$ cat src/rtl/fppc_pkg.sv
// fppc_pkg: constants shared by the flash program and protect controller.
// assumes an 8-bit register file with 12-bit addresses and a 16-bit program address.
`default_nettype none
package fppc_pkg;
  // ----------------------------------------
  // register file addresses and codes
  // ----------------------------------------
  localparam logic [11:0] CTL_ADDR       = 12'hff8;
  localparam logic [11:0] PAGE_ADDR      = 12'hff9;
  localparam logic [7:0]  CTL_RESET_CODE = 8'h00;
  localparam logic [7:0]  PROT_SEL_CODE  = 8'h5e;
  localparam logic [7:0]  UNLOCK_CODE    = 8'h73;
  localparam logic [7:0]  PAGE_RESET     = 8'h00;
  localparam logic [7:0]  GUARD_RESET    = 8'h00;
  localparam logic [7:0]  ERASED_BYTE    = 8'hff;
  // ----------------------------------------
  // field positions
  // ----------------------------------------
  localparam int          INFO_BIT       = 7;
  localparam int          PAGE_LSB       = 9;
  localparam int          SECTOR_LSB     = 13;
  localparam logic [15:0] INFO_BASE      = 16'hfe00;
  localparam logic [15:0] OPT_ADDR       = 16'h0000;
  localparam int          OPT_WDT_IRQ    = 7;
  localparam int          OPT_WDT_EN     = 6;
  localparam int          OPT_VBO_STOP   = 5;
  localparam int          OPT_RDP_N      = 4;
  localparam int          OPT_WRP_N      = 3;
  localparam int          OPT_OSC_LSB    = 0;
  // ----------------------------------------
  // timing
  // ----------------------------------------
  localparam int          CLK_MHZ        = 20;
  localparam int          PROG_TIME_NS   = 2000;
  localparam int          PROG_CYCLES    = (PROG_TIME_NS * CLK_MHZ + 999) / 1000;
  localparam logic [7:0]  PROG_CNT_INIT  = 8'h00;
  // ----------------------------------------
  // states
  // ----------------------------------------
  typedef enum logic [1:0] {CTL_LOCKED, CTL_PROT, CTL_UNLOCKED} fppc_ctl_t;
  typedef enum logic [1:0] {SEQ_OPT, SEQ_IDLE, SEQ_PROG_RD, SEQ_PROG_WR} fppc_seq_t;
endpackage
`default_nettype wire

$ cat src/rtl/fppc_flash_program_protect_ctrl.sv
// fppc_flash_program_protect_ctrl: byte programming, page select, sector guard and
// option load for the on-chip program flash.
// assumes an asynchronous-read flash array and a core that honours cpu_stall.
`timescale 1ns/100ps
`default_nettype none
// Functional notes
// control write 00 resets the controller
// code 5E maps sector guard at FF9
// software resets, selects page, writes 73
// unlocked in-page memory write programs byte
// erased reads FF; programming only clears
// stall core and hold interrupts while programming
// control write 00 relocks, ends programming
// ignore off-page and protected-sector writes
// page field drives address bits 15:9
// bit 7 maps info area at FE00-FFFF
// set sector bit blocks program and erase
// sector guard writes only set bits
// write-protect option refuses all programming
// at most two programs per erase; the controller does not count them and accepts every valid write
// reload option byte on every reset
// options drive watchdog, protection, brown-out, oscillator
// option registers not in register file
// option byte at 0000, 0001 reserved
// ignored writes change nothing, no stall
module fppc_flash_program_protect_ctrl #(
  parameter int PROG_CYCLES = fppc_pkg::PROG_CYCLES
) (
  input  wire logic        sys_clk,
  input  wire logic        arst_n,
  input  wire logic        stop_recover,
  input  wire logic        reg_wr,
  input  wire logic        reg_rd,
  input  wire logic [11:0] reg_addr,
  input  wire logic [7:0]  reg_wdata,
  output var  logic [7:0]  reg_rdata,
  input  wire logic        mem_wr,
  input  wire logic [15:0] mem_addr,
  input  wire logic [7:0]  mem_wdata,
  output var  logic        cpu_stall,
  output var  logic        irq_hold,
  output var  logic [15:0] flash_addr,
  output var  logic        flash_info_sel,
  output var  logic        flash_read,
  input  wire logic [7:0]  flash_rdata,
  output var  logic        flash_prog,
  output var  logic [7:0]  flash_wdata,
  output var  logic        opt_wdt_irq_mode,
  output var  logic        opt_wdt_en,
  output var  logic        opt_read_protect,
  output var  logic        opt_write_protect,
  output var  logic        opt_vbo_stop_en,
  output var  logic [2:0]  opt_osc_mode
);

  fppc_pkg::fppc_ctl_t ctl;
  fppc_pkg::fppc_seq_t seq;
  fppc_pkg::fppc_seq_t next_seq;
  logic [7:0]  page_sel;
  logic [7:0]  sector_guard;
  logic [7:0]  prog_cnt;
  logic [7:0]  prog_data;
  logic        info_hit;
  logic        in_page;
  logic        guarded;
  logic        prog_ok;

  function automatic logic is_info(input logic [7:0] sel, input logic [15:0] a);
    is_info = sel[fppc_pkg::INFO_BIT] && (a >= fppc_pkg::INFO_BASE);
  endfunction

  // ----------------------------------------
  // control register and sector guard
  // ----------------------------------------
  always_ff @(posedge sys_clk or negedge arst_n) begin
    if (!arst_n) begin
      ctl <= fppc_pkg::CTL_LOCKED;
    end else if (reg_wr && reg_addr == fppc_pkg::CTL_ADDR) begin
      if (reg_wdata == fppc_pkg::PROT_SEL_CODE && ctl == fppc_pkg::CTL_LOCKED) begin
        ctl <= fppc_pkg::CTL_PROT;
      end else if (reg_wdata == fppc_pkg::UNLOCK_CODE && ctl == fppc_pkg::CTL_LOCKED) begin
        ctl <= fppc_pkg::CTL_UNLOCKED;
      end else begin
        // any other code, 00 among them, relocks
        ctl <= fppc_pkg::CTL_LOCKED;
      end
    end
  end

  always_ff @(posedge sys_clk or negedge arst_n) begin
    if (!arst_n) begin
      page_sel     <= fppc_pkg::PAGE_RESET;
      sector_guard <= fppc_pkg::GUARD_RESET;
    end else if (reg_wr && reg_addr == fppc_pkg::PAGE_ADDR) begin
      if (ctl == fppc_pkg::CTL_PROT) begin
        sector_guard <= sector_guard | reg_wdata;
      end else begin
        page_sel <= reg_wdata;
      end
    end
  end

  always_ff @(posedge sys_clk or negedge arst_n) begin
    if (!arst_n) begin
      reg_rdata <= 8'h00;
    end else if (reg_rd) begin
      if (reg_addr == fppc_pkg::PAGE_ADDR) begin
        reg_rdata <= (ctl == fppc_pkg::CTL_PROT) ? sector_guard : page_sel;
      end else if (reg_addr == fppc_pkg::CTL_ADDR) begin
        // status view; option registers never appear here
        reg_rdata <= {5'h00, cpu_stall, ctl == fppc_pkg::CTL_PROT, ctl == fppc_pkg::CTL_UNLOCKED};
      end else begin
        reg_rdata <= 8'h00;
      end
    end
  end

  // ----------------------------------------
  // write acceptance
  // ----------------------------------------
  always_comb begin
    info_hit = is_info(page_sel, mem_addr);
    in_page  = info_hit || (!is_info(page_sel, mem_addr)
               && mem_addr[15:fppc_pkg::PAGE_LSB] == page_sel[6:0]);
    guarded  = !info_hit && sector_guard[mem_addr[15:fppc_pkg::SECTOR_LSB]];
    // refused writes simply fall through: no stall, no array activity
    prog_ok  = mem_wr && ctl == fppc_pkg::CTL_UNLOCKED && seq == fppc_pkg::SEQ_IDLE
               && in_page && !guarded && !opt_write_protect;
  end

  // ----------------------------------------
  // sequencer
  // ----------------------------------------
  always_comb begin
    next_seq = seq;
    unique case (seq)
      fppc_pkg::SEQ_OPT: begin
        next_seq = fppc_pkg::SEQ_IDLE;
      end
      fppc_pkg::SEQ_IDLE: begin
        if (stop_recover) begin
          next_seq = fppc_pkg::SEQ_OPT;
        end else if (prog_ok) begin
          next_seq = fppc_pkg::SEQ_PROG_RD;
        end
      end
      fppc_pkg::SEQ_PROG_RD: begin
        next_seq = fppc_pkg::SEQ_PROG_WR;
      end
      fppc_pkg::SEQ_PROG_WR: begin
        if (prog_cnt == 8'(PROG_CYCLES - 1)) begin
          next_seq = fppc_pkg::SEQ_IDLE;
        end
      end
    endcase
  end

  always_ff @(posedge sys_clk or negedge arst_n) begin
    if (!arst_n) begin
      seq <= fppc_pkg::SEQ_OPT;
    end else begin
      seq <= next_seq;
    end
  end

  always_ff @(posedge sys_clk or negedge arst_n) begin
    if (!arst_n) begin
      prog_cnt <= fppc_pkg::PROG_CNT_INIT;
    end else if (seq == fppc_pkg::SEQ_PROG_WR) begin
      prog_cnt <= prog_cnt + 8'h01;
    end else begin
      prog_cnt <= fppc_pkg::PROG_CNT_INIT;
    end
  end

  // stall covers option load too; the core must not fetch before options settle
  always_ff @(posedge sys_clk or negedge arst_n) begin
    if (!arst_n) begin
      cpu_stall <= 1'b1;
      irq_hold  <= 1'b1;
    end else begin
      cpu_stall <= next_seq != fppc_pkg::SEQ_IDLE;
      irq_hold  <= next_seq != fppc_pkg::SEQ_IDLE;
    end
  end

  // ----------------------------------------
  // flash array port
  // ----------------------------------------
  always_ff @(posedge sys_clk or negedge arst_n) begin
    if (!arst_n) begin
      flash_addr     <= fppc_pkg::OPT_ADDR;
      flash_info_sel <= 1'b0;
      prog_data      <= fppc_pkg::ERASED_BYTE;
    end else if (seq == fppc_pkg::SEQ_IDLE && stop_recover) begin
      flash_addr     <= fppc_pkg::OPT_ADDR;
      flash_info_sel <= 1'b0;
    end else if (prog_ok) begin
      flash_addr     <= {info_hit ? mem_addr[15:fppc_pkg::PAGE_LSB] : page_sel[6:0],
                         mem_addr[fppc_pkg::PAGE_LSB-1:0]};
      flash_info_sel <= info_hit;
      prog_data      <= mem_wdata;
    end
  end

  always_ff @(posedge sys_clk or negedge arst_n) begin
    if (!arst_n) begin
      flash_read <= 1'b1;
    end else begin
      flash_read <= next_seq == fppc_pkg::SEQ_OPT || next_seq == fppc_pkg::SEQ_PROG_RD;
    end
  end

  // read-modify-write keeps already cleared bits cleared
  always_ff @(posedge sys_clk or negedge arst_n) begin
    if (!arst_n) begin
      flash_prog  <= 1'b0;
      flash_wdata <= fppc_pkg::ERASED_BYTE;
    end else begin
      flash_prog <= next_seq == fppc_pkg::SEQ_PROG_WR;
      if (seq == fppc_pkg::SEQ_PROG_RD) begin
        flash_wdata <= flash_rdata & prog_data;
      end
    end
  end

  // ----------------------------------------
  // option configuration
  // ----------------------------------------
  // protection bits are active low so an erased byte leaves the part open
  always_ff @(posedge sys_clk or negedge arst_n) begin
    if (!arst_n) begin
      opt_wdt_irq_mode  <= 1'b0;
      opt_wdt_en        <= 1'b0;
      opt_read_protect  <= 1'b0;
      opt_write_protect <= 1'b0;
      opt_vbo_stop_en   <= 1'b0;
      opt_osc_mode      <= 3'h0;
    end else if (seq == fppc_pkg::SEQ_OPT) begin
      opt_wdt_irq_mode  <= flash_rdata[fppc_pkg::OPT_WDT_IRQ];
      opt_wdt_en        <= flash_rdata[fppc_pkg::OPT_WDT_EN];
      opt_read_protect  <= !flash_rdata[fppc_pkg::OPT_RDP_N];
      opt_write_protect <= !flash_rdata[fppc_pkg::OPT_WRP_N];
      opt_vbo_stop_en   <= flash_rdata[fppc_pkg::OPT_VBO_STOP];
      opt_osc_mode      <= flash_rdata[fppc_pkg::OPT_OSC_LSB +: 3];
    end
  end

  // ----------------------------------------
  // checks
  // ----------------------------------------
  ctl_reset_a: assert property (@(posedge sys_clk) disable iff (!arst_n)
    reg_wr && reg_addr == fppc_pkg::CTL_ADDR && reg_wdata == fppc_pkg::CTL_RESET_CODE
    |=> ctl == fppc_pkg::CTL_LOCKED) else $error("control reset code did not lock");

  prot_select_a: assert property (@(posedge sys_clk) disable iff (!arst_n)
    reg_rd && reg_addr == fppc_pkg::PAGE_ADDR && ctl == fppc_pkg::CTL_PROT
    |=> reg_rdata == $past(sector_guard)) else $error("sector guard not mapped after select");

  prog_start_a: assert property (@(posedge sys_clk) disable iff (!arst_n)
    prog_ok |=> cpu_stall ##1 flash_prog [*3]) else $error("accepted write did not program");

  clear_only_a: assert property (@(posedge sys_clk) disable iff (!arst_n)
    $rose(flash_prog) |-> (flash_wdata & ~$past(flash_rdata)) == 8'h00)
    else $error("programming tried to set a bit");

  stall_hold_a: assert property (@(posedge sys_clk) disable iff (!arst_n)
    flash_prog |-> cpu_stall && irq_hold) else $error("core not stalled while programming");

  guard_sticky_a: assert property (@(posedge sys_clk) disable iff (!arst_n)
    ($past(sector_guard) & ~sector_guard) == 8'h00) else $error("sector guard bit cleared");

  guard_block_a: assert property (@(posedge sys_clk) disable iff (!arst_n)
    seq == fppc_pkg::SEQ_IDLE && mem_wr && guarded && !stop_recover
    |=> !cpu_stall && !flash_read) else $error("guarded write was not ignored");

  wrp_block_a: assert property (@(posedge sys_clk) disable iff (!arst_n)
    opt_write_protect && seq == fppc_pkg::SEQ_IDLE && mem_wr && !stop_recover
    |=> !cpu_stall && !flash_read)
    else $error("write protect option did not block");

  page_addr_a: assert property (@(posedge sys_clk) disable iff (!arst_n)
    prog_ok && !info_hit |=> flash_addr[15:9] == $past(page_sel[6:0]) && !flash_info_sel)
    else $error("page select not on upper address bits");

  opt_reload_a: assert property (@(posedge sys_clk) disable iff (!arst_n)
    seq == fppc_pkg::SEQ_IDLE && stop_recover
    |=> flash_read && flash_addr == fppc_pkg::OPT_ADDR ##1 !cpu_stall)
    else $error("option byte not reloaded on recovery");

  prot_enter_a: assert property (@(posedge sys_clk) disable iff (!arst_n)
    reg_wr && reg_addr == fppc_pkg::CTL_ADDR && reg_wdata == fppc_pkg::PROT_SEL_CODE
    && ctl == fppc_pkg::CTL_LOCKED |=> ctl == fppc_pkg::CTL_PROT) else $error("protect select code not taken");

  relock_block_a: assert property (@(posedge sys_clk) disable iff (!arst_n)
    ctl != fppc_pkg::CTL_UNLOCKED && seq == fppc_pkg::SEQ_IDLE && mem_wr && !stop_recover
    |=> !cpu_stall && !flash_read) else $error("locked controller started a program");

  off_page_a: assert property (@(posedge sys_clk) disable iff (!arst_n)
    seq == fppc_pkg::SEQ_IDLE && mem_wr && !in_page && !stop_recover
    |=> !cpu_stall && !flash_read) else $error("off-page write was not ignored");

  info_target_a: assert property (@(posedge sys_clk) disable iff (!arst_n)
    prog_ok && info_hit |=> flash_info_sel && flash_addr[8:0] == $past(mem_addr[8:0]))
    else $error("info area write not steered to info array");

endmodule // fppc_flash_program_protect_ctrl
`default_nettype wire

$ cat config.mk
export PLATFORM = sky130hd
export DESIGN_NAME = fppc_flash_program_protect_ctrl
export DESIGN_NICKNAME = d
export VERILOG_FILES = /design/src/rtl/fppc_pkg.sv /design/src/rtl/fppc_flash_program_protect_ctrl.sv
export SDC_FILE = /design/constraint.sdc
export NUM_CORES = 1
export LEC_CHECK = 0
export BUFFER_PORTS_ARGS = -buffer_cell sky130_fd_sc_hd__buf_4
export CAP_MARGIN = 20
export CORE_AREA = 5 5 89 91
export DETAILED_ROUTE_END_ITERATION = 10
export DIE_AREA = 0 0 94 96
export PLACE_DENSITY = 0.85
export SETUP_SLACK_MARGIN = 0.2
export SYNTH_ARGS = -nofsm -noshare
export SYNTH_HDL_FRONTEND = slang
export SYNTH_SLANG_ARGS = --single-unit
$ cat constraint.sdc
create_clock -name sys_clk -period 2.6 [get_ports sys_clk]
set_input_delay 0.13 -clock sys_clk [delete_from_list [all_inputs] [get_ports sys_clk]]
set_output_delay 0.13 -clock sys_clk [all_outputs]
set_load 0.1 [all_outputs]
Word-level counts from Yosys, hierarchy flattened --
Index checks and enable logic that the tools add are counted.
Word-level totals: register bits 80, output and inout port bits 45, input bits 58, logic and storage cells 84
Cells by class: magnitude comparators 2, bitwise logic cells 4, muxes and demuxes 17, add/subtract/negate cells 1, equal/unequal tests 14, reductions and logical operators 27
Operator list (number):
- $mux 16 | 2
- $eq 12x12->1 const B | 2
- $mux 8 | 3
- $eq 8x7->1 const B | 2
- $ge 16x16->1 const B | 1
- $logic_and 1x1->1 | 13
- $eq 2x2->1 const B | 5
- $mux 2 | 5
- $add 8x1->8 const B | 1
- $and 8x8->8 | 1
- $eq 8x6->1 const B | 1
- $or 8x8->8 | 1
- $pmux 2 s4 | 1
- $eq 7x7->1 | 1
- $mux 7 | 1
- $logic_not 2->1 | 3
- $reduce_and 2->1 | 3
- $logic_not 1->1 | 5
- $eq 2x1->1 const B | 2
- $lt 3x4->1 const B | 1
- $bmux 1 s3 | 1
- $mux 1 | 3
- $mux 3 | 1
- $logic_or 1x1->1 | 2
- other kinds (3) | 4

Logic depth before layout (Yosys ltp) --
Gate-level depths: netlist of run 1.
depth in word-level cells 13, mapped depth 6, mapped depth without buffers 5

Worst setup path after synthesis of run 1 --
Ideal clock, no wire load.
path kind register to register, start register sector_guard[7], end register flash_info_sel, cell stages (with the launch flop) 7, clock period less this slack 1943 ps, required time 2478 ps, slack 657 ps, arrival 1821 ps, setup time 122 ps, buffers on the path 1, cell sequence dfrtp_1 -> mux4_2 -> mux2_2 -> nor3_2 -> o21bai_1 -> buf_6 -> a32o_1
On the way: longest elaborated chain between the ends 7
Ends and longest elaborated chain:
- from (decl) | RTL line fppc_flash_program_protect_ctrl.sv:60 | logic [7:0] sector_guard;
- from (signal assigned) | RTL line fppc_flash_program_protect_ctrl.sv:93 | sector_guard <= fppc_pkg::GUARD_RESET;
- from (signal assigned) | RTL line fppc_flash_program_protect_ctrl.sv:96 | sector_guard <= sector_guard | reg_wdata;
- $bmux 1 s3 | RTL line fppc_flash_program_protect_ctrl.sv:125 | guarded = !info_hit && sector_guard[mem_addr[15:fppc_pkg::SECTOR_LSB]];
- $mux 1 (not written as such) | RTL line fppc_flash_program_protect_ctrl.sv:125
- $logic_and 1x1->1 | RTL line fppc_flash_program_protect_ctrl.sv:125
- $logic_not 1->1 | RTL line fppc_flash_program_protect_ctrl.sv:128 | && in_page && !guarded && !opt_write_protect;
- $logic_and 1x1->1 (2 in series) | RTL line fppc_flash_program_protect_ctrl.sv:128
- $reduce_bool 2->1 (no source line)
- to (signal assigned) | RTL line fppc_flash_program_protect_ctrl.sv:201 | flash_info_sel <= info_hit;
- to (decl) | RTL line fppc_flash_program_protect_ctrl.sv:43 | output var logic flash_info_sel,
Every way passes these cells. The select of a mux whose other input is x is not followed. A chain may end at the register's enable or synchronous reset.

Worst setup path in the final report of run 1 --
start register sector_guard[7], end register flash_addr[8]
On the way: longest elaborated chain between the ends 7
Ends and longest elaborated chain:
- $bmux 1 s3 | RTL line fppc_flash_program_protect_ctrl.sv:125
- $mux 1 (not written as such) | RTL line fppc_flash_program_protect_ctrl.sv:125
- $logic_and 1x1->1 | RTL line fppc_flash_program_protect_ctrl.sv:125
- $logic_not 1->1 | RTL line fppc_flash_program_protect_ctrl.sv:128
- $logic_and 1x1->1 (2 in series) | RTL line fppc_flash_program_protect_ctrl.sv:128
- $reduce_bool 2->1 (no source line)
- to (signal assigned) | RTL line fppc_flash_program_protect_ctrl.sv:192 | flash_addr <= fppc_pkg::OPT_ADDR;
- to (signal assigned) | RTL line fppc_flash_program_protect_ctrl.sv:196 | flash_addr <= fppc_pkg::OPT_ADDR;
- to (signal assigned) | RTL line fppc_flash_program_protect_ctrl.sv:199 | flash_addr <= {info_hit ? mem_addr[15:fppc_pkg::PAGE_LSB] : page_sel[6:0],
- to (decl) | RTL line fppc_flash_program_protect_ctrl.sv:42 | output var logic [15:0] flash_addr,
Every way passes these cells. The select of a mux whose other input is x is not followed.

==> results of run 1 <==
[power groups by stage]
stage                     combinational, mW  clock [mW]  sequential [mW]
after floorplan                      0.0645           0             1.45
after global placement                0.351           0             1.31
after detailed placement              0.357           0             1.31
after CTS                             0.370       0.909             1.28
after global routing                  0.390       0.966             1.29
final                                 0.370       0.889             1.28
[logic make-up (layout without fill, tap and decap cells)]
group | after synthesis | after routing
compound gates | 43 | 43
fa+ha+maj | 1 | 1
buf+inv | 24 | 141
xor+xnor | 13 | 13
flops | 80 | 80
simple gates | 97 | 97
mux | 50 | 50
[worst max-delay path, stage by stage, from the launching register on]
cell and delay (ps):
dfrtp_1 410, mux4_2 480, mux2_2 280, nor3_2 270
o21bai_2 300, buf_4 300, mux2i_1 130
[flip-flops by register name, summed over array words and instances (netlist names), 2 cells and up]
signal	cells
flash_addr	16
flash_wdata	8
page_sel	8
prog_cnt	8
prog_data	8
reg_rdata	8
sector_guard	8
opt_osc_mode	3
ctl	2
seq	2
[what timing repair did]
action	4_1_cts	5_1_grt
setup buffers	0	0
endpoints found under the hold margin	73	1
hold buffers	10	1
gates resized for setup	0	0
[worst max-delay path by stage]
| stage | start | end | slack [ps] | cells after the start |
|---|---|---|---|---|
| 6_report | sector_guard[7] | flash_addr[8] | 310 | 6 |
| 3_5_place_dp | sector_guard[7] | flash_addr[8] | 320 | 6 |
| 3_3_place_gp | sector_guard[7] | flash_addr[4] | 410 | 6 |
| 2_1_floorplan | sector_guard[7] | flash_info_sel | 660 | 6 |
| 5_1_grt | sector_guard[5] | flash_addr[0] | 210 | 6 |
| 4_1_cts | sector_guard[5] | flash_addr[8] | 290 | 6 |
[routing by layer]
metal  vias up  share of wire (%)
met5         -                  0
met3        14                8.1
met1      1359                 40
met2        95                 50
li1       1286                  -
met4         0                1.9
[cell type report]
type	instances	area, sq um
flip-flops and latches	80	2020
clock inverters	6	60.1
clock buffers	10	128
repair buffers	115	891
well taps	99	124
fillers	553	2360
multi-input cells	204	1440
inverters	10	37.5
[cells in the final DEF (no fill, tap or decap), types with 2 or more instances in the layout]
master	netlist	layout
mux2i_1	23	23
o31ai_1	2	2
clkbuf_8	0	9
nor2b_1	3	3
mux2_2	25	25
nand2b_1	10	10
dfstp_2	18	18
nand2_1	42	42
dfrtp_1	62	62
mux4_2	2	2
buf_4	1	104
xnor2_1	9	9
dlygate4sd3_1	0	11
xor2_1	4	4
a21oi_1	2	2
clkinv_2	0	3
and2_1	2	2
clkinvlp_4	0	2
o21bai_1	8	7
nand4_1	5	5
o21ai_0	12	12
a21o_1	8	8
and3_1	3	3
nor2_1	13	13
nor4_1	3	3
inv_1	10	10
nand3_1	10	10
o22ai_1	7	7
[through the flow]
stage          total power [mW]  area (sq um)  setup slack, ps  util, %  hold WS [ps]
6_report                   2.54          4700              310     66.6          19.5
5_1_grt                    2.64          4700              212     66.6          6.21
4_1_cts                    2.56          4690              286     66.5          1.05
3_5_place_dp               1.66          4410              317     62.4           336
3_3_place_gp               1.66          4410              409     62.4           328
2_1_floorplan              1.51          3560              657        -          -166
==> impl_metrics.py, run 1 <==
metrics = {
    "global_route": {
        "grt_overflow_total": 0,
        "grt_pass1_vias": 3037,
        "use_met3_pct": 6.96,
        "grt_start_max_net_pins": 81,
        "grt-busiest-layer": "met2",
        "grt_pass1_wl_mm": 14.6,
        "gr-usage-met1_pct": 25.1,
        "grt_use_met2_pct": 35.4,
        "track_usage_pct": 20.9,
        "antenna_found_initial": 0,
    },
    "routing": {
        "vias_per_cell": 5.26,
        "ant_nets": 0,
        "drt_iter0_drc": 98,
        "route.detailed.drc": 0,
        "routed-via-count": 2754,
        "routed_wl_mm": 8.75,
        "dr.pass1.iters": 5,
        "wl_per_cell_um": 16.7,
    },
    "clock_network": {
        "cts_num_sinks": 80,
        "insertion_delay_ps": 350,
        "htreeDepth": 3,
        "clkSlewWorstSetupHoldPaths_ps": 80,
        "clockRootBuffer": "clkbuf_8",
        "clockBufferDepth": 2,
        "cts_tree": "built",
        "cts_buffers": 9,
    },
    "layout": {
        "drive_gt1_share_pct": 39.3,
        "diodes": 0,
        "nNetsFinal": 479,
        "syn_to_final_growth_pct": 32.0,
        "stdcell_count": 524,
    },
    "timing": {
        "setup_violations": 0,
        "finalHoldViolCount": 0,
        "fmax_ghz": 0.437,
        "report.final.slew_viol_count": 0,
        "rsz0062_at_grt": "false",
        "setup_tns_ps": 0,
        "tightest_slew_ps": 1000,
        "period_minus_slack_ps": 2290,
        "slew_headroom_pct": 33.3,
        "skew_ps": 9.96,
        "finalCritPeriodShare_pct": 88.1,
    },
    "pwr": {
        "p_int_mw": 1.83,
        "p_sw_share_pct": 28.1,
        "power_switching_mw": 0.713,
        "p_leak_nw": 2.39,
        "ir_drop_uv": 384,
        "clockPowerShare_pct": 35.0,
        "powerDensity_nw_per_um2": 541,
        "power_frac_comb_pct": 14.5,
        "seq_power_share_pct": 50.5,
    },
    "die": {
        "chipWidth_um": 94,
        "core_area_sq_um": 7060,
        "initial_core_util_pct": 50.5,
        "placementRows": 31,
        "die-area_sq_um": 9020,
        "die_h_um": 96,
        "io_pins": 103,
    },
    "synthesis": {
        "ys_types": 39,
        "synth-xor-area-share_pct": 3.20,
        "synthTopCellsByCount": "dfrtp_1, nand2_1, mux2_2",
        "synth_seq_area_share_pct": 56.8,
        "syn_nets": 367,
        "synthTopCellsByArea": "dfrtp_1, dfstp_2, mux2_2, mux2i_1, nand2_1",
        "yosysTopAreaCellShare_pct": 43.6,
        "syn_area_sq_um": 3560,
        "async_flop_share_pct": 100,
        "synthCells": 308,
        "avgSynthCellArea_sq_um": 11.6,
        "synth_area_leader_cell": "dfrtp_1",
        "synthMuxAreaShare_pct": 15.6,
        "yosys.area_share.simple_pct": 13.2,
        "synth_compound_area_share_pct": 7.94,
        "synth_edf_count": 0,
        "synth_top_family_by_area": "multiplexers",
        "ys_ff_latch": 80,
        "synth_most_common_cell": "dfrtp_1",
        "synthFlopType": "dfrtp_1",
        "ys_warn_count": 0,
        "synth_fa_ha_area_share_pct": 0.351,
    },
    "critical_path": {
        "r2r-start": "sector_guard[7]",
        "reg2reg_slack_ps": 310,
        "startpoint_type": "flop",
        "critPathArrivalTime_ps": 2510,
        "critPathMaxFanout": 14,
        "reg2regPathDepth": 6,
        "worstSetupPathType": "flop to flop",
        "endpoint_kind": "flop",
        "critPathRequiredTime_ps": 2820,
        "r2r_end": "flash_addr[8]",
    },
    "run": {
        "maxCapViolations": 0,
    },
    "hold_path": {
        "min_path_type": "input pin to flop",
        "hold_start": "mem_wdata[5]",
        "hold_end": "prog_data[5]",
        "min_path_cells": 2,
    },
    "outcome": {
        "status": "finished, final reports clean",
    },
    "place": {
        "hpwlAfterDp_mm": 6.32,
        "place_congestion": 0.898,
        "port-buffer-count": 102,
        "place_inst": 497,
    },
}
Power figures use the tool's default switching activity.
==> inputs of run 2 (changes only) <==
--- a/config.mk
+++ b/config.mk
@@ -11,6 +11,7 @@
 export DETAILED_ROUTE_END_ITERATION = 10
 export DIE_AREA = 0 0 94 96
 export PLACE_DENSITY = 0.85
+export RECOVER_POWER = 100
 export SETUP_SLACK_MARGIN = 0.2
 export SYNTH_ARGS = -nofsm -noshare
 export SYNTH_HDL_FRONTEND = slang
==> impl_metrics.py, run 2 (synthesis gave the netlist of run 1 again) <==
metrics = {
    "die": {
        "initial_core_util_pct": 50.5,
        "die-area_sq_um": 9020,
        "placementRows": 31,
        "core_area_sq_um": 7060,
        "die_h_um": 96,
        "chipWidth_um": 94,
        "io_pins": 103,
    },
    "layout": {
        "final_core_util_pct": 64.0,
        "drive_gt1_share_pct": 27.3,
        "final_cell_area_sq_um": 4520,
        "nFillCells": 611,
        "diodes": 0,
        "nNetsFinal": 479,
        "layout_common_cells": "dfrtp_1, buf_4, clkbuf_1, nand2_1",
        "regMostFlops": "flash_addr",
        "syn_to_final_growth_pct": 26.8,
        "largest_register_ffs": 16,
        "final_common_cell": "dfrtp_1",
    },
    "clock_network": {
        "insertion_delay_ps": 350,
        "cts_buffers": 9,
        "clockBufferDepth": 2,
        "clockRootBuffer": "clkbuf_8",
        "cts_num_sinks": 80,
        "ctsHoldBuffers": 10,
        "cts_resized": 0,
        "htreeDepth": 3,
        "cts_tree": "built",
        "clkSlewWorstSetupHoldPaths_ps": 80,
        "post_cts_buffers": 0,
    },
    "routing": {
        "drt_iter0_drc": 85,
        "routed_wl_mm": 8.76,
        "route.detailed.drc": 0,
        "ant_nets": 0,
        "wl_per_cell_um": 16.7,
        "dr.pass1.iters": 4,
        "routed-via-count": 2747,
        "vias_per_cell": 5.24,
    },
    "timing": {
        "rsz0062_at_grt": "false",
        "setup_tns_ps": 0,
        "tightest_slew_ps": 1970,
        "period_minus_slack_ps": 2370,
        "finalHoldViolCount": 0,
        "fmax_ghz": 0.422,
        "setup_violations": 0,
        "skew_ps": 9.51,
        "report.final.slew_viol_count": 81,
        "finalCritPeriodShare_pct": 91.1,
        "slew_headroom_pct": -31.1,
    },
    "outcome": {
        "violations": "max-capacitance violations, max-slew violations",
        "status": "complete, but fails checks",
    },
    "critical_path": {
        "critPathRequiredTime_ps": 2870,
        "reg2regPathDepth": 5,
        "critPathMaxFanout": 9,
        "r2r_end": "prog_data[2]",
        "endpoint_kind": "flop",
        "critPathArrivalTime_ps": 2640,
        "worstSetupPathType": "flop to flop",
        "startpoint_type": "flop",
        "reg2reg_slack_ps": 230,
        "r2r-start": "sector_guard[7]",
    },
    "global_route": {
        "grt_pass1_wl_mm": 14.6,
        "antenna_found_initial": 0,
        "grt_overflow_total": 0,
        "track_usage_pct": 20.9,
        "grt_start_max_net_pins": 81,
        "grt_pass1_vias": 3037,
    },
    "hold_path": {
        "min_path_type": "input pin to flop",
        "hold_end": "prog_data[5]",
        "hold_start": "mem_wdata[5]",
        "min_path_cells": 2,
    },
    "pwr": {
        "ir_drop_uv": 385,
        "powerDensity_nw_per_um2": 558,
        "p_leak_nw": 2.21,
    },
    "run": {
        "maxCapViolations": 1,
    },
    "place": {
        "hpwlAfterDp_mm": 6.32,
        "place_congestion": 0.898,
        "port-buffer-count": 102,
        "placed_area_sq_um": 4410,
    },
}
run 2: cell count changes in the layout (fill, tap and decap cells not counted), sizes merged:
| cell | previous run | this run |
|---|---|---|
| buf | 104 | 56 |
| clkbuf | 10 | 58 |
run 2: layout make-up:
cell class | instances | area, sq um | share of cell area, %
sequential | 80 | 2020 | 44.8
multi-input combinational | 204 | 1430 | 31.7
timing repair buffer | 115 | 712 | 15.8
clock buffer | 10 | 128 | 2.83
tap | 99 | 124 | 2.74
clock inverter | 6 | 60.1 | 1.33
inverter | 10 | 37.5 | 0.831
run 2: how the worst max path moves through the flow:
stage,start,endpoint,slack [ps],depth (start not counted)
after floorplan,sector_guard[7],flash_info_sel,660,6
after global placement,sector_guard[7],flash_addr[4],410,6
after detailed placement,sector_guard[7],flash_addr[8],320,6
after CTS,sector_guard[5],flash_addr[8],290,6
after global routing,sector_guard[5],prog_data[2],120,5
final,sector_guard[7],prog_data[2],230,5
run 2: metrics by stage:
stage               power [mW]  std cells  worst slack (ps)  hold WS (ps)
global route              2.62        524               118          6.22
CTS                       2.56        523               286          1.05
detailed placement        1.66        497               317           336
floorplan                 1.51        308               657          -166
global placement          1.66        497               409           328
finish                    2.52        524               232          17.3
run 2: power by group:
| part | leakage [nW] | total [mW] | internal [mW] | switching, mW |
|---|---|---|---|---|
| Sequential | 1.03 | 1.28 | 1.27 | 0.0154 |
| Clock | 0.0920 | 0.887 | 0.439 | 0.449 |
| Combinational | 1.08 | 0.350 | 0.103 | 0.247 |
run 2: critical path: stages (launching register included):
cell,delay (ps)
dfrtp_1,410
mux4_2,480
mux2_2,270
nor3_1,320
o21ai_1,350
mux2_1,460
run 2: layer usage:
metal	up-vias	wire length (um)	track usage [%]
li1	1286	-	-
met1	1346	3480	25.1
met2	100	4370	35.4
met3	15	736	6.96
met4	0	174	7.22
met5	-	0	0
==> inputs of run 3 (changes only) <==
==> constraint.sdc (replaced) <==
create_clock -name sys_clk -period 2.25 [get_ports sys_clk]
set_input_delay 0.1125 -clock sys_clk [delete_from_list [all_inputs] [get_ports sys_clk]]
set_output_delay 0.1125 -clock sys_clk [all_outputs]
set_load 0.1 [all_outputs]
==> impl_metrics.py, run 3 (synthesis gave the netlist of run 1 again) <==
metrics = {
    "outcome": {
        "status": "finished, final reports clean",
    },
    "critical_path": {
        "endpoint_kind": "flop",
        "slowest_stage": "mux4_2",
        "critPathArrivalTime_ps": 2330,
        "crit_end": "prog_data[2]",
        "reg2regPathDepth": 6,
        "crit_family": "multiplexers",
        "r2r_end": "prog_data[2]",
        "startpoint_type": "flop",
        "critPathMaxFanout": 9,
        "reg2reg_slack_ps": 180,
        "worstSetupPathType": "flop to flop",
        "slowest_delay_ps": 470,
        "r2r-start": "sector_guard[7]",
        "critical_path_buf_inv_count": 1,
        "worstSetupStartpoint": "sector_guard[7]",
        "crit_path_cell_trace": "mux4_2, mux2_1, nor3_4, buf_4, o21ai_4, mux2_2",
        "critPathRequiredTime_ps": 2510,
        "cp.depth": 6,
    },
    "die": {
        "initial_core_util_pct": 50.5,
        "placementRows": 31,
        "die_h_um": 96,
        "core_area_sq_um": 7060,
        "chipWidth_um": 94,
        "io_pins": 103,
        "die-area_sq_um": 9020,
    },
    "layout": {
        "layout_common_cells": "dfrtp_1, buf_4, clkbuf_1, nand2_1, mux2_2",
        "largest_register_ffs": 16,
        "drive_gt1_share_pct": 28.4,
        "final_common_cell": "dfrtp_1",
        "syn_to_final_growth_pct": 29.7,
        "regMostFlops": "flash_addr",
        "diodes": 0,
        "nNetsFinal": 484,
        "final_core_util_pct": 65.5,
    },
    "pwr": {
        "ir_drop_uv": 543,
        "p_leak_nw": 2.26,
        "powerDensity_nw_per_um2": 662,
        "finalPower_mw": 3.06,
    },
    "routing": {
        "vias_per_cell": 5.26,
        "routed-via-count": 2779,
        "wl_per_cell_um": 16.6,
        "ant_nets": 0,
        "route.detailed.drc": 0,
        "routed_wl_mm": 8.75,
        "drt_iter0_drc": 129,
        "dr.pass1.iters": 4,
    },
    "hold_path": {
        "min_path_type": "input pin to flop",
    },
    "clock_network": {
        "clockBufferDepth": 2,
        "htreeDepth": 3,
        "cts_tree": "built",
        "insertion_delay_ps": 340,
        "cts_num_sinks": 80,
        "cts_buffers": 9,
        "clockRootBuffer": "clkbuf_8",
        "clkSlewWorstSetupHoldPaths_ps": 80,
    },
    "timing": {
        "setup_tns_ps": 0,
        "slew_headroom_pct": 11.7,
        "tightest_slew_ps": 1320,
        "finalHoldViolCount": 0,
        "fmax_ghz": 0.483,
        "setup_violations": 0,
        "rsz0062_at_grt": "true",
        "skew_ps": 10.6,
        "report.final.slew_viol_count": 0,
        "period_minus_slack_ps": 2070,
        "finalCritPeriodShare_pct": 91.9,
    },
    "global_route": {
        "grt_pass1_vias": 2931,
        "grt_overflow_total": 0,
        "track_usage_pct": 20.3,
        "grt_pass1_wl_mm": 14.3,
        "antenna_found_initial": 0,
        "grt_start_max_net_pins": 53,
    },
    "run": {
        "maxCapViolations": 0,
    },
    "place": {
        "place_congestion": 0.875,
        "port-buffer-count": 102,
        "hpwlAfterDp_mm": 6.48,
    },
}
==> run 3: cell types whose count changed in the layout (fill, tap and decap cells not counted), moves of 2 or more <==
cell        previous run  this run
buf_4                 56        58
clkbuf_8               9        11
clkinv_2               3         1
clkinvlp_4             2         0
==> run 3: layout make-up <==
class | instances | area (sq um)
Fill cell | 595 | 2440
Multi-Input combinational cell | 204 | 1450
Clock inverter | 3 | 65.1
Timing Repair Buffer | 120 | 762
Sequential cell | 80 | 2020
Tap cell | 99 | 124
Clock buffer | 12 | 155
Inverter | 10 | 37.5
==> run 3: report_power, final <==
part | internal [mW] | leakage, nW | switching, mW
registers | 1.46 | 1.03 | 0.0178
clock network | 0.679 | 0.112 | 0.488
logic | 0.123 | 1.11 | 0.286
==> run 3: stage by stage <==
stage	std cells	instance area [sq um]	hold WS (ps)	setup WS [ps]
floorplan	308	3560	-183	307
detailed placement	500	4440	185	182
global placement	500	4440	183	223
CTS	527	4790	0.395	236
finish	528	4620	15.7	181
global route	528	4620	-2.76	121
==> run 3: repair_timing <==
action,CTS,global route
endpoints found under the hold margin,48,0
hold buffers,12,0
endpoints found under the setup margin,18,14
pin swaps,1,0
buffers inserted,0,1
gates resized for setup,2,1
==> run 3: layer usage <==
metal | vias to the layer above | GRT usage [%] | routed length, um
met2 | 117 | 33.5 | 4410
met5 | - | 0 | 0
met1 | 1343 | 24.8 | 3380
li1 | 1305 | - | -
met3 | 14 | 7.43 | 815
met4 | 0 | 6.98 | 133
==> run 3: worst min-delay path by stage <==
stage,start,cells past startpoint,to
floorplan,arst_n,0,ctl[0]
finish,reg_wdata[4],2,sector_guard[4]
detailed placement,arst_n,1,page_sel[1]
CTS,reg_wdata[4],2,sector_guard[4]
global placement,arst_n,1,reg_rdata[7]
global route,mem_wdata[7],2,prog_data[7]
